[src/core/seq_pkg.sv]
// Package: register map, field layout and constants of the sequencer
package seq_pkg;

   // ----------------------------------------------------------
   // Register byte offsets
   // ----------------------------------------------------------
   localparam logic [7:0] OFS_FEEDBACK = 8'h04;
   localparam logic [7:0] OFS_EXC_SETUP = 8'h08;
   localparam logic [7:0] OFS_TIME_LIMIT = 8'h10;
   localparam logic [7:0] OFS_SLOT_0_1 = 8'h20;
   localparam logic [7:0] OFS_SLOT_4_5 = 8'h24;
   localparam logic [7:0] OFS_SLOT_2_3 = 8'h28;
   localparam logic [7:0] OFS_SLOT_6_7 = 8'h2c;
   localparam logic [7:0] OFS_SLOT_8 = 8'h30;

   // ----------------------------------------------------------
   // Reset values
   // ----------------------------------------------------------
   localparam logic [31:0] RST_SLOT_0_1 = 32'h012600df;
   localparam logic [31:0] RST_SLOT_4_5 = 32'h012600de;
   localparam logic [31:0] RST_SLOT_2_3 = 32'h012700de;
   localparam logic [31:0] RST_SLOT_6_7 = 32'h012600df;
   localparam logic [31:0] RST_SLOT_8 = 32'h000000de;
   localparam logic [12:0] RST_EXC_SETUP = 13'h0000;
   localparam logic [7:0] RST_TIME_LIMIT = 8'h00;

   // ----------------------------------------------------------
   // Field positions
   // ----------------------------------------------------------
   localparam int EVEN_LSB = 0;
   localparam int ODD_LSB = 16;
   localparam int FB_CHAN_LSB = 16;
   localparam int FB_SLOT_LSB = 11;
   localparam int FB_BUSY_BIT = 9;
   localparam int FB_HALT_BIT = 8;
   localparam int EX_SEL_BIT = 12;
   localparam int EX_EN_BIT = 11;
   localparam int EX_REP_LSB = 8;

   // ----------------------------------------------------------
   // Codes and counts
   // ----------------------------------------------------------
   localparam logic [3:0] NUM_SLOTS = 4'h9;
   localparam logic [3:0] LAST_SLOT = 4'h8;
   localparam logic [3:0] LAST_CHAN = 4'h8;
   localparam logic [3:0] CODE_STARTUP = 4'h9;
   localparam logic [3:0] CODE_EMPTY_MASKED = 4'hb;
   localparam logic [3:0] CODE_SUSPEND = 4'hc;
   localparam logic [3:0] CODE_NONE = 4'h0;
   localparam logic [8:0] TIME_EXTRA = 9'h002;
   localparam logic [5:0] CONV_CYCLES = 6'h20;

   typedef struct packed {
      logic sel;
      logic en;
      logic [2:0] repeat_count_field;
      logic [3:0] chan;
   } exc_setup_t;

   typedef struct packed {
      logic [3:0] chan;
      logic [3:0] slot;
      logic busy;
      logic halted;
      logic [3:0] cause;
   } feedback_t;

endpackage

[src/core/swm_timer.sv]
// Software-mode duration counter
`timescale 1ns/1ps
module swm_timer
(
   // Clock and reset
   input wire logic clk_in,
   input wire logic nrst_in,
   // Control
   input wire logic start_in,
   input wire logic [7:0] limit_in,
   // Status
   output logic active_out,
   output logic done_out
);
   logic [8:0] count_q;

   always_ff @(posedge clk_in or negedge nrst_in)
   begin
      if (!nrst_in)
      begin
         count_q <= 9'h000;
      end
      else if (start_in && limit_in != 8'h00 && count_q == 9'h000)
      begin
         count_q <= {1'b0, limit_in} + seq_pkg::TIME_EXTRA;
      end
      else if (count_q != 9'h000)
      begin
         count_q <= count_q - 9'h001;
      end
   end

   assign active_out = (count_q != 9'h000);
   assign done_out = (count_q == 9'h001);
endmodule

[src/core/measurement_channel_sequencer.sv]
// Channel sequencer of the measurement converter with APB registers
//
// Added by the designer: register access over APB.
`timescale 1ns/1ps

// Functional notes
// - Paired slot registers hold even mask 8:0 and odd mask 24:16
// - Ninth slot register holds mask 8:0, bits 31:9 read zero
// - Walk slots 0 to 8, each mask from MSB to LSB, skip clears
// - Slot masks change only on privileged or trim accesses
// - Feedback 19:16 reports the channel under conversion; in exceptional runs code shows chan_q, not the exceptional channel
// - Feedback 14:11 reports active slot, 1001 during startup
// - Feedback bit 9 shows exceptional measurement in progress
// - Feedback bit 8 shows sequencer halted in software mode
// - Feedback 3:0 gives cause slot, 1011 empty masked, 1100 suspend
// - No empty-after-masking code when time limit is zero
// - Trigger select: zero timer input, one charge-pump clock
// - Triggers start exceptional measurement only when enabled
// - Repeat field gives two to the power conversions
// - Repeat zero: one conversion, continue while trigger high
// - Setup bits 3:0 choose exceptional channel 0 to 8
// - Software mode lasts time limit plus two cycles
// - Time limit zero never enters software mode; max 257
module measurement_channel_sequencer
(
   // Clock and reset
   input wire logic clk_in,
   input wire logic nrst_in,
   // APB slave
   input wire logic psel_in,
   input wire logic penable_in,
   input wire logic pwrite_in,
   input wire logic [7:0] paddr_in,
   input wire logic [31:0] pwdata_in,
   input wire logic [2:0] pprot_in,
   output logic [31:0] prdata_out,
   output logic pready_out,
   output logic pslverr_out,
   // Trim path, privileged mask load
   input wire logic trim_en_in,
   // Trigger pins and system
   input wire logic timer_trig_in,
   input wire logic pump_clk_in,
   input wire logic suspend_in,
   input wire logic swm_req_in,
   input wire logic [8:0] swm_mask_in,
   // Converter handshake
   input wire logic conv_done_in,
   output logic soc_out,
   output logic [3:0] mux_chan_out,
   output logic exc_busy_out,
   output logic postproc_halted_out
);
   // ----------------------------------------------------------
   // Declarations
   // ----------------------------------------------------------
   typedef enum logic [1:0]
   {
      ST_STARTUP = 2'b00,
      ST_NORMAL = 2'b01,
      ST_EXC = 2'b11,
      ST_SWM = 2'b10
   } state_t;

   state_t state_q;
   logic [8:0] mask_q [0:8];
   seq_pkg::exc_setup_t exc_q;
   logic [7:0] limit_q;
   logic [3:0] slot_q;
   logic [3:0] chan_q;
   logic [3:0] cause_q;
   logic [7:0] exc_left_q;
   logic conv_wait_q;
   logic soc_q;
   logic [2:0] trig_sync_q;
   logic [2:0] pump_sync_q;
   logic [1:0] susp_sync_q;
   logic [1:0] swreq_sync_q;
   logic trig_lvl;
   logic trig_rise;
   logic wr_en;
   logic priv_wr;
   logic [8:0] cur_mask;
   logic [8:0] lower_bits;
   logic [3:0] next_chan;
   logic [3:0] next_slot;
   logic found;
   logic swm_start;
   logic swm_active;
   logic swm_done;
   logic [8:0] masked;
   seq_pkg::feedback_t fb;

   // ----------------------------------------------------------
   // Input synchronisers
   // ----------------------------------------------------------
   always_ff @(posedge clk_in or negedge nrst_in)
   begin
      if (!nrst_in)
      begin
         trig_sync_q <= 3'h0;
         pump_sync_q <= 3'h0;
         susp_sync_q <= 2'h0;
         swreq_sync_q <= 2'h0;
      end
      else
      begin
         trig_sync_q <= {trig_sync_q[1:0], timer_trig_in};
         pump_sync_q <= {pump_sync_q[1:0], pump_clk_in};
         susp_sync_q <= {susp_sync_q[0], suspend_in};
         swreq_sync_q <= {swreq_sync_q[0], swm_req_in};
      end
   end

   always_comb
   begin
      if (exc_q.sel)
      begin
         trig_lvl = pump_sync_q[1];
         trig_rise = pump_sync_q[1] && !pump_sync_q[2];
      end
      else
      begin
         trig_lvl = trig_sync_q[1];
         trig_rise = trig_sync_q[1] && !trig_sync_q[2];
      end
   end

   // ----------------------------------------------------------
   // APB register file
   // ----------------------------------------------------------
   assign wr_en = psel_in && penable_in && pwrite_in;
   assign priv_wr = wr_en && (pprot_in[0] || trim_en_in);
   assign pready_out = 1'b1;

   always_comb
   begin
      pslverr_out = 1'b0;
      if (psel_in && penable_in)
      begin
         case (paddr_in)
            seq_pkg::OFS_FEEDBACK: pslverr_out = pwrite_in;
            seq_pkg::OFS_EXC_SETUP, seq_pkg::OFS_TIME_LIMIT: ;
            seq_pkg::OFS_SLOT_0_1, seq_pkg::OFS_SLOT_2_3,
            seq_pkg::OFS_SLOT_4_5, seq_pkg::OFS_SLOT_6_7,
            seq_pkg::OFS_SLOT_8: pslverr_out = pwrite_in && !priv_wr;
            default: pslverr_out = 1'b1;
         endcase
      end
   end

   genvar g;
   generate
      for (g = 0; g < 9; g++)
      begin : gen_mask
         localparam logic [7:0] OFS = (g == 8) ? seq_pkg::OFS_SLOT_8 :
            (g < 2) ? seq_pkg::OFS_SLOT_0_1 :
            (g < 4) ? seq_pkg::OFS_SLOT_2_3 :
            (g < 6) ? seq_pkg::OFS_SLOT_4_5 : seq_pkg::OFS_SLOT_6_7;
         localparam logic [31:0] RST = (g == 8) ? seq_pkg::RST_SLOT_8 :
            (g < 2) ? seq_pkg::RST_SLOT_0_1 :
            (g < 4) ? seq_pkg::RST_SLOT_2_3 :
            (g < 6) ? seq_pkg::RST_SLOT_4_5 : seq_pkg::RST_SLOT_6_7;
         localparam int LSB = (g % 2 == 1) ? seq_pkg::ODD_LSB :
            seq_pkg::EVEN_LSB;
         always_ff @(posedge clk_in or negedge nrst_in)
         begin
            if (!nrst_in)
            begin
               mask_q[g] <= RST[LSB +: 9];
            end
            else if (priv_wr && paddr_in == OFS)
            begin
               mask_q[g] <= pwdata_in[LSB +: 9];
            end
         end
      end
   endgenerate

   always_ff @(posedge clk_in or negedge nrst_in)
   begin
      if (!nrst_in)
      begin
         exc_q <= seq_pkg::RST_EXC_SETUP[8:0];
         limit_q <= seq_pkg::RST_TIME_LIMIT;
      end
      else if (wr_en && paddr_in == seq_pkg::OFS_EXC_SETUP)
      begin
         exc_q <= {pwdata_in[12:8], pwdata_in[3:0]};
      end
      else if (wr_en && paddr_in == seq_pkg::OFS_TIME_LIMIT)
      begin
         limit_q <= pwdata_in[7:0];
      end
   end

   assign fb.chan = chan_q;
   assign fb.slot = (state_q == ST_STARTUP) ?
      seq_pkg::CODE_STARTUP : slot_q;
   assign fb.busy = (state_q == ST_EXC);
   assign fb.halted = swm_active;
   assign fb.cause = cause_q;

   always_ff @(posedge clk_in or negedge nrst_in)
   begin
      if (!nrst_in)
      begin
         prdata_out <= 32'h00000000;
      end
      else if (psel_in && !penable_in && !pwrite_in)
      begin
         case (paddr_in)
            seq_pkg::OFS_FEEDBACK: prdata_out <= {12'h000, fb.chan,
               1'b0, fb.slot, 1'b0, fb.busy, fb.halted, 4'h0, fb.cause};
            seq_pkg::OFS_EXC_SETUP: prdata_out <= {19'h00000,
               exc_q.sel, exc_q.en, exc_q.repeat_count_field, 4'h0, exc_q.chan};
            seq_pkg::OFS_TIME_LIMIT: prdata_out <= {24'h000000, limit_q};
            seq_pkg::OFS_SLOT_0_1: prdata_out <= {7'h00, mask_q[1],
               7'h00, mask_q[0]};
            seq_pkg::OFS_SLOT_2_3: prdata_out <= {7'h00, mask_q[3],
               7'h00, mask_q[2]};
            seq_pkg::OFS_SLOT_4_5: prdata_out <= {7'h00, mask_q[5],
               7'h00, mask_q[4]};
            seq_pkg::OFS_SLOT_6_7: prdata_out <= {7'h00, mask_q[7],
               7'h00, mask_q[6]};
            seq_pkg::OFS_SLOT_8: prdata_out <= {23'h000000, mask_q[8]};
            default: prdata_out <= 32'h00000000;
         endcase
      end
   end

   // ----------------------------------------------------------
   // Next enabled channel search
   // ----------------------------------------------------------
   assign cur_mask = mask_q[slot_q];

   always_comb
   begin
      lower_bits = 9'h000;
      next_chan = chan_q;
      next_slot = slot_q;
      found = 1'b0;
      for (int i = 0; i < 9; i++)
      begin
         if (i < chan_q)
         begin
            lower_bits[i] = cur_mask[i];
         end
      end
      for (int i = 0; i < 9; i++)
      begin
         if (lower_bits[i])
         begin
            next_chan = 4'(i);
            found = 1'b1;
         end
      end
      if (!found)
      begin
         next_slot = (slot_q == seq_pkg::LAST_SLOT) ? 4'h0 :
            slot_q + 4'h1;
         for (int i = 0; i < 9; i++)
         begin
            if (mask_q[next_slot][i])
            begin
               next_chan = 4'(i);
            end
         end
         if (mask_q[next_slot] == 9'h000)
         begin
            next_chan = seq_pkg::LAST_CHAN + 4'h1;
         end
      end
   end

   // ----------------------------------------------------------
   // Software mode
   // ----------------------------------------------------------
   assign masked = cur_mask & ~swm_mask_in;
   // A trigger wins over a halt request in the same cycle
   assign swm_start = swreq_sync_q[1] && state_q == ST_NORMAL &&
      !(exc_q.en && trig_rise) &&
      masked != 9'h000 && limit_q != 8'h00;

   swm_timer u_swm_timer
   (
      .clk_in(clk_in),
      .nrst_in(nrst_in),
      .start_in(swm_start),
      .limit_in(limit_q),
      .active_out(swm_active),
      .done_out(swm_done)
   );

   always_ff @(posedge clk_in or negedge nrst_in)
   begin
      if (!nrst_in)
      begin
         cause_q <= seq_pkg::CODE_NONE;
      end
      else if (susp_sync_q[1])
      begin
         cause_q <= seq_pkg::CODE_SUSPEND;
      end
      else if (swm_start)
      begin
         cause_q <= slot_q;
      end
      else if (swreq_sync_q[1] && state_q == ST_NORMAL &&
         masked == 9'h000 && limit_q != 8'h00)
      begin
         cause_q <= seq_pkg::CODE_EMPTY_MASKED;
      end
   end

   // ----------------------------------------------------------
   // Sequencer state machine
   // ----------------------------------------------------------
   always_ff @(posedge clk_in or negedge nrst_in)
   begin
      if (!nrst_in)
      begin
         state_q <= ST_STARTUP;
         slot_q <= seq_pkg::LAST_SLOT;
         chan_q <= 4'h0;
         exc_left_q <= 8'h00;
         conv_wait_q <= 1'b0;
         soc_q <= 1'b0;
      end
      else
      begin
         soc_q <= 1'b0;
         case (state_q)
            ST_STARTUP:
            begin
               chan_q <= 4'h0;
               state_q <= ST_NORMAL;
            end
            ST_NORMAL:
            begin
               // Running conversion finishes inside the exceptional state
               if (exc_q.en && trig_rise)
               begin
                  state_q <= ST_EXC;
                  exc_left_q <= 8'h01 << exc_q.repeat_count_field;
               end
               else if (swm_start)
               begin
                  state_q <= ST_SWM;
               end
               else if (conv_wait_q)
               begin
                  conv_wait_q <= !conv_done_in;
               end
               else
               begin
                  slot_q <= next_slot;
                  // Empty slot: channel code keeps its last legal value
                  if (next_chan <= seq_pkg::LAST_CHAN)
                  begin
                     chan_q <= next_chan;
                     soc_q <= 1'b1;
                     conv_wait_q <= 1'b1;
                  end
               end
            end
            ST_EXC:
            begin
               if (conv_wait_q)
               begin
                  conv_wait_q <= !conv_done_in;
               end
               else if (exc_left_q != 8'h00)
               begin
                  soc_q <= 1'b1;
                  conv_wait_q <= 1'b1;
                  if (!(exc_q.repeat_count_field == 3'h0 && trig_lvl))
                  begin
                     exc_left_q <= exc_left_q - 8'h01;
                  end
               end
               else
               begin
                  state_q <= ST_NORMAL;
               end
            end
            ST_SWM:
            begin
               // Conversion ending during the halt must not be lost
               if (conv_done_in)
               begin
                  conv_wait_q <= 1'b0;
               end
               if (swm_done)
               begin
                  state_q <= ST_NORMAL;
               end
            end
            default: state_q <= ST_STARTUP;
         endcase
      end
   end

   assign soc_out = soc_q;
   assign mux_chan_out = (state_q == ST_EXC) ? exc_q.chan : chan_q;
   assign exc_busy_out = fb.busy;
   assign postproc_halted_out = fb.halted;
endmodule

[config.mk]
export PLATFORM = sky130hd
export DESIGN_NAME = measurement_channel_sequencer
export DESIGN_NICKNAME = d
export VERILOG_FILES = /design/src/core/seq_pkg.sv /design/src/core/swm_timer.sv /design/src/core/measurement_channel_sequencer.sv
export SDC_FILE = /design/constraint.sdc
export NUM_CORES = 1
export LEC_CHECK = 0
export BUFFER_PORTS_ARGS = -buffer_cell sky130_fd_sc_hd__buf_2
export CORE_MARGIN = 2
export CORE_UTILIZATION = 60
export CTS_CLUSTER_DIAMETER = 80
export DETAILED_ROUTE_END_ITERATION = 16
export HOLD_SLACK_MARGIN = 0.06
export PLACE_DENSITY = 0.89
export SLEW_MARGIN = 20
export SYNTH_ARGS = -nofsm -noshare
export SYNTH_HDL_FRONTEND = slang
export SYNTH_SLANG_ARGS = --single-unit
[constraint.sdc]
create_clock -name clk_in -period 6.46 [get_ports clk_in]
set_clock_uncertainty 0.05 [all_clocks]
set_input_delay 0.646 -clock clk_in [delete_from_list [all_inputs] [get_ports clk_in]]
set_output_delay 0.646 -clock clk_in [all_outputs]
set_load 0.005 [all_outputs]
== Word level (Yosys, flattened, before mapping) ==
Cells that the tools add are included.
Storage, ports and cells
  RAM bits: 0
  flip-flop bits (word level): 173
  bits in latches: 0
  memories kept: 0
  bits of input ports: 63
  bits in read-only memories: 0
Operators by class
  magnitude comparators: 12
  equality and inequality tests: 25
  shifts and indexed selects: 1
  div/mod/pow operators: 0
  reductions and logical operators: 55
  $mul: 0
  bitwise gates (word level): 9
  multiplexer cells: 86
  add/subtract/negate cells: 4
Operators with widths (count)
  25-bit one-hot mux with 8 select lines: 1
  4-bit 2-to-1 mux: 30
  9-bit binary-select mux with 4-bit select: 2
  9-bit 2-to-1 mux: 6
  8-bit by 6-bit equality test with 1-bit output (second input constant): 5
  1-bit 2-to-1 mux: 32
  8-bit 2-to-1 mux: 4
  9-bit logical NOT: 3
  1-bit logical AND: 25
  9-bit nonzero test: 2
  3-bit by 4-bit less-than comparator with 1-bit output (first input constant): 4
  2-bit != test (second input constant): 8
  8-bit one-hot mux with 2 select lines: 1
  8-bit nonzero test: 2
  5-bit AND reduction: 3
  5-bit greater-or-equal comparator (second input constant): 2
  2-bit 2-to-1 mux: 5
  4-bit inverter with 5-bit output: 2
  8-bit by 2-bit adder with 9-bit output (second input constant): 1
  9-bit bitwise AND: 1
  9-bit by 1-bit equality test with 1-bit output (second input constant): 1
  9-bit inverter: 1
  9-bit by 1-bit subtractor with 9-bit output (second input constant): 1
  8-bit by 3-bit equality test with 1-bit output (second input constant): 1
  29 further kinds: 49

== Depth between registers and ports, before layout ==
  word-level depth: 31
  mapped depth: 18
  mapped depth without buffers: 12

== Cells and area by module ==
A second synthesis with hierarchy kept.
Unflattened totals
  cell total of the unflattened synthesis: 914
  area total of the unflattened synthesis: 9862.0 µm²
Modules (own cells, without submodules)
  measurement_channel_sequencer: area each 9158.8 µm², cells each 838, times used 1
  swm_timer: area each 703.2 µm², cells each 76, times used 1

== Worst setup path before layout ==
No wires, ideal clock.
  path kind: reg2reg
  start: register slot_q[0]
  end: register chan_q[0]
  setup time: 124 ps
  setup slack: 2372 ps
  arrival time: 3914 ps
  cell stages (with the launch flop): 18
  path buffers: 5
  cells stage by stage: dfrtp_1 > clkbuf_8 > buf_6 > buf_6 > inv_1 > ha_1 > and3b_2 > nor2_2 > buf_6 > mux4_2 > a222oi_1 > nand4b_1 > a211oi_2 > a21oi_1 > a32o_1 > or3b_1 > buf_2 > a211o_1
Between the ends
  longest elaborated chain between the ends: 30
RTL lines
  start, declared: line measurement_channel_sequencer.sv:69  | logic [3:0] slot_q;
  start signal, assigned: line measurement_channel_sequencer.sv:324  | slot_q <= seq_pkg::LAST_SLOT;
  start signal, assigned: line measurement_channel_sequencer.sv:357  | slot_q <= next_slot;
  branches (longest 30 deep; another with 9-bit binary-select mux with 4-bit select)
  end signal, assigned: line measurement_channel_sequencer.sv:361  | chan_q <= next_chan;
  end, declared: line measurement_channel_sequencer.sv:70  | logic [3:0] chan_q;
Parallel ways; which one is timed is not known. The select of a mux whose other input is x is not followed.
A chain may end at the register's enable or synchronous reset.

== Final worst setup path ==
  start: register slot_q[2]
  end: register chan_q[1]
Same word-level chain as after synthesis.

==> metrics.csv <==
metric,value,unit
DR vias,8321,
"Avg Cell Area, Syn",10.6,um2
Worst R2R Path Depth,10,
# setup viols final,0,
Overall Global Routing Usage,0.336,
Total Neg Setup Slack,0,ns
relative slew slack,0.229,
Post-CTS Resized,0,
Fillers,1189,
post-synthesis sequential area ratio,0.429,
Synth Area in Compound Gates,0.150,
# rows,46,
Post-synth EDFFs,0,
worst hold slack,0.179,ns
CTS max path bufs,2,
Mapped Area,0.00976,mm2
main combinational cell family by area after synthesis,multiplexers,
Mapped Cells,924,
CTS root buf,clkbuf_16,
predominant post-synthesis flop cell,dfrtp_1,
GPL Wtd Cong,0.961,
post-place setup slack,1.85,ns
"most common cell after layout, fill and taps aside",dfrtp_1,
worst hold path type,input port to asynchronous set/reset pin,
Lkg Pwr,4.81,nW
post-route DRC violation count,0,
highest-count cells in the layout ignoring fill and taps,"dfrtp_1, mux2_2, nand2_1, buf_2, nor2_1",
arrival time worst endpoint,4.99,ns
multiplexer share of the synthesized area,0.232,
Worst-Skew Late Latency,0.45,ns
post-CTS setup buffers,0,
reg2reg setup slack,1.75,ns
clock sinks,165,
Async SR Flop Fraction,1.00,
1st-iter DRT viols,1308,
placed wire-length estimate,19700,um
layout cells sized above 1,0.324,
TritonCTS Buffers,17,
yosys warns,0,
post-route setup slack,1.75,ns
status,"finished, final reports clean",
area share of the largest cell type after synthesis,0.295,
post-synthesis cell type count,73,
max-slew violation count,0,
Worst-path clk slew,0.07,ns
drt first pass iters,8,
CP max FO,24,
CP endpoint kind,flip-flop,
Simple-Gate Fraction of Synth Area,0.127,
Adder-Cell Fraction of Synth Area,0.00897,
I/O Pins,104,
total wire length,28500,um
FMAX,212,MHz
hold buffer count at CTS,0,
TritonCTS clock tree,yes,
type of origin of the critical path,flip-flop,
r2r endpoint,chan_q[1]$_DFFE_PN0P_,
WP data required,6.73,ns
vias in the first global route,8108,
Period minus WS final,4.71,ns
first-pass GRT wire length,45000,um
Die Footprint,0.0173,mm2
worst vdd ir,0.000236,V
leading area contributor after synthesis,dfrtp_1,
H-tree Lvls,4,
DRT antenna net count,0,
Die Height,132,um
initial antenna violation count,1,
RSZ-0062 raised after global routing,no,
Least-Margin Pin Slew,1.15,ns
global route total overflow,0,
die width,132,um
critical path type,flip-flop to flip-flop,
post-synthesis sequential element count,165,
Final #Nets,1046,
initial core utilization,0.615,
PortBufs,82,
Max Cap Viol,0,
Core ar.,0.0159,mm2
Vias per Instance,6.90,
P&R area growth vs syn,10.8,%
PwrDens,352,mW/mm2
FF-to-FF Start,slot_q[2]$_DFFE_PN0P_,
period utilization,0.730,
Final Hold Vio Count,0,
largest net degree at the start of global routing,87,
drt wl/cell,23.6,um
post-synthesis xor/xnor area fraction,0.00718,
main area contributors after synthesis,"dfrtp_1, dfstp_2, mux2_2",
worst max path at each step:
stage                     startpoint                     to  slack (ns)  cells after the start
6_report       slot_q[2]$_DFFE_PN0P_  chan_q[1]$_DFFE_PN0P_        1.75                     10
5_1_grt        slot_q[2]$_DFFE_PN0P_  chan_q[1]$_DFFE_PN0P_        1.52                     10
4_1_cts        slot_q[2]$_DFFE_PN0P_  chan_q[1]$_DFFE_PN0P_        1.80                     10
3_5_place_dp   slot_q[2]$_DFFE_PN0P_  chan_q[0]$_DFFE_PN0P_        1.85                     10
3_3_place_gp   slot_q[2]$_DFFE_PN0P_  chan_q[0]$_DFFE_PN0P_        1.86                     10
2_1_floorplan  slot_q[0]$_DFFE_PN0P_  chan_q[0]$_DFFE_PN0P_        2.37                     17
critical path: stages, from the launching register on:
cell      delay (ns)
dfrtp_1         0.82
and3b_2         0.30
nor2_2          0.59
mux4_1          0.65
a222oi_1        0.55
nand4b_1        0.17
a211oi_2        0.21
a21oi_1         0.16
a32o_1          0.30
or3b_1          0.47
a211o_1         0.31
power breakdown:
part           internal [mW]  switching [mW]
clock                  0.552           0.457
sequential              1.11           0.125
combinational          0.616           0.949
total                   2.28            1.53
flip-flops by register name (all words and copies together) (netlist names), 3 cells and up:
name and flops:
mask_q 81, prdata_out 24, exc_q 9, u_swm_timer.count_q 9, exc_left_q 8, limit_q 8
cause_q 4, chan_q 4, slot_q 4, pump_sync_q 3, trig_sync_q 3
routing by layer:
metal  track usage  wire length (um)
met5             0                 0
met3        0.0810              3110
met2         0.506             12900
met4         0.171              1370
met1         0.455             11200
final cells by class:
type | count | area [um2] | share of cell area
inverters | 28 | 105 | 0.00972
flip-flops and latches | 165 | 4190 | 0.388
multi-input cells | 672 | 5180 | 0.479
clock inverters | 13 | 135 | 0.0125
repair buffers | 92 | 492 | 0.0455
diodes | 1 | 2.50 | 0.000231
clock buffers | 19 | 443 | 0.0409
well taps | 216 | 270 | 0.0250
cell usage after synthesis (8+ instances only):
cell type and n:
mux2_2 109, and2_1 9, dfrtp_1 115, nand3_1 28
a21oi_1 24, buf_4 11, dfstp_2 50, mux2i_1 44
clkbuf_1 38, o21ai_0 47, mux4_2 22, nor2_1 67
nand2_1 82, nor3_1 18, a211oi_1 11, a31oi_1 21
a221oi_1 10, a221o_1 8, nor2b_1 11, o22ai_1 14
inv_1 28
per-stage QoR:
step                      area, um2  total power, mW   util  cells
after global routing          10800             3.97  0.681   1206
after global placement        10200             2.70  0.644   1173
after floorplan                9790             2.37      -    931
after detailed placement      10200             2.73  0.644   1173
after CTS                     10800             3.75  0.680   1205
final                         10800             3.81  0.681   1206
cell families after synthesis:
logic type               after synthesis
AO/OA/AOI/OAI                        208
multiplexers                         179
adder cells (fa/ha/maj)                7
buffers and inverters                 94
AND/OR/NAND/NOR                      261
flip-flops                           165
other                                  2
XOR/XNOR                               8
Note: power is estimated with default switching activity, not from simulation.
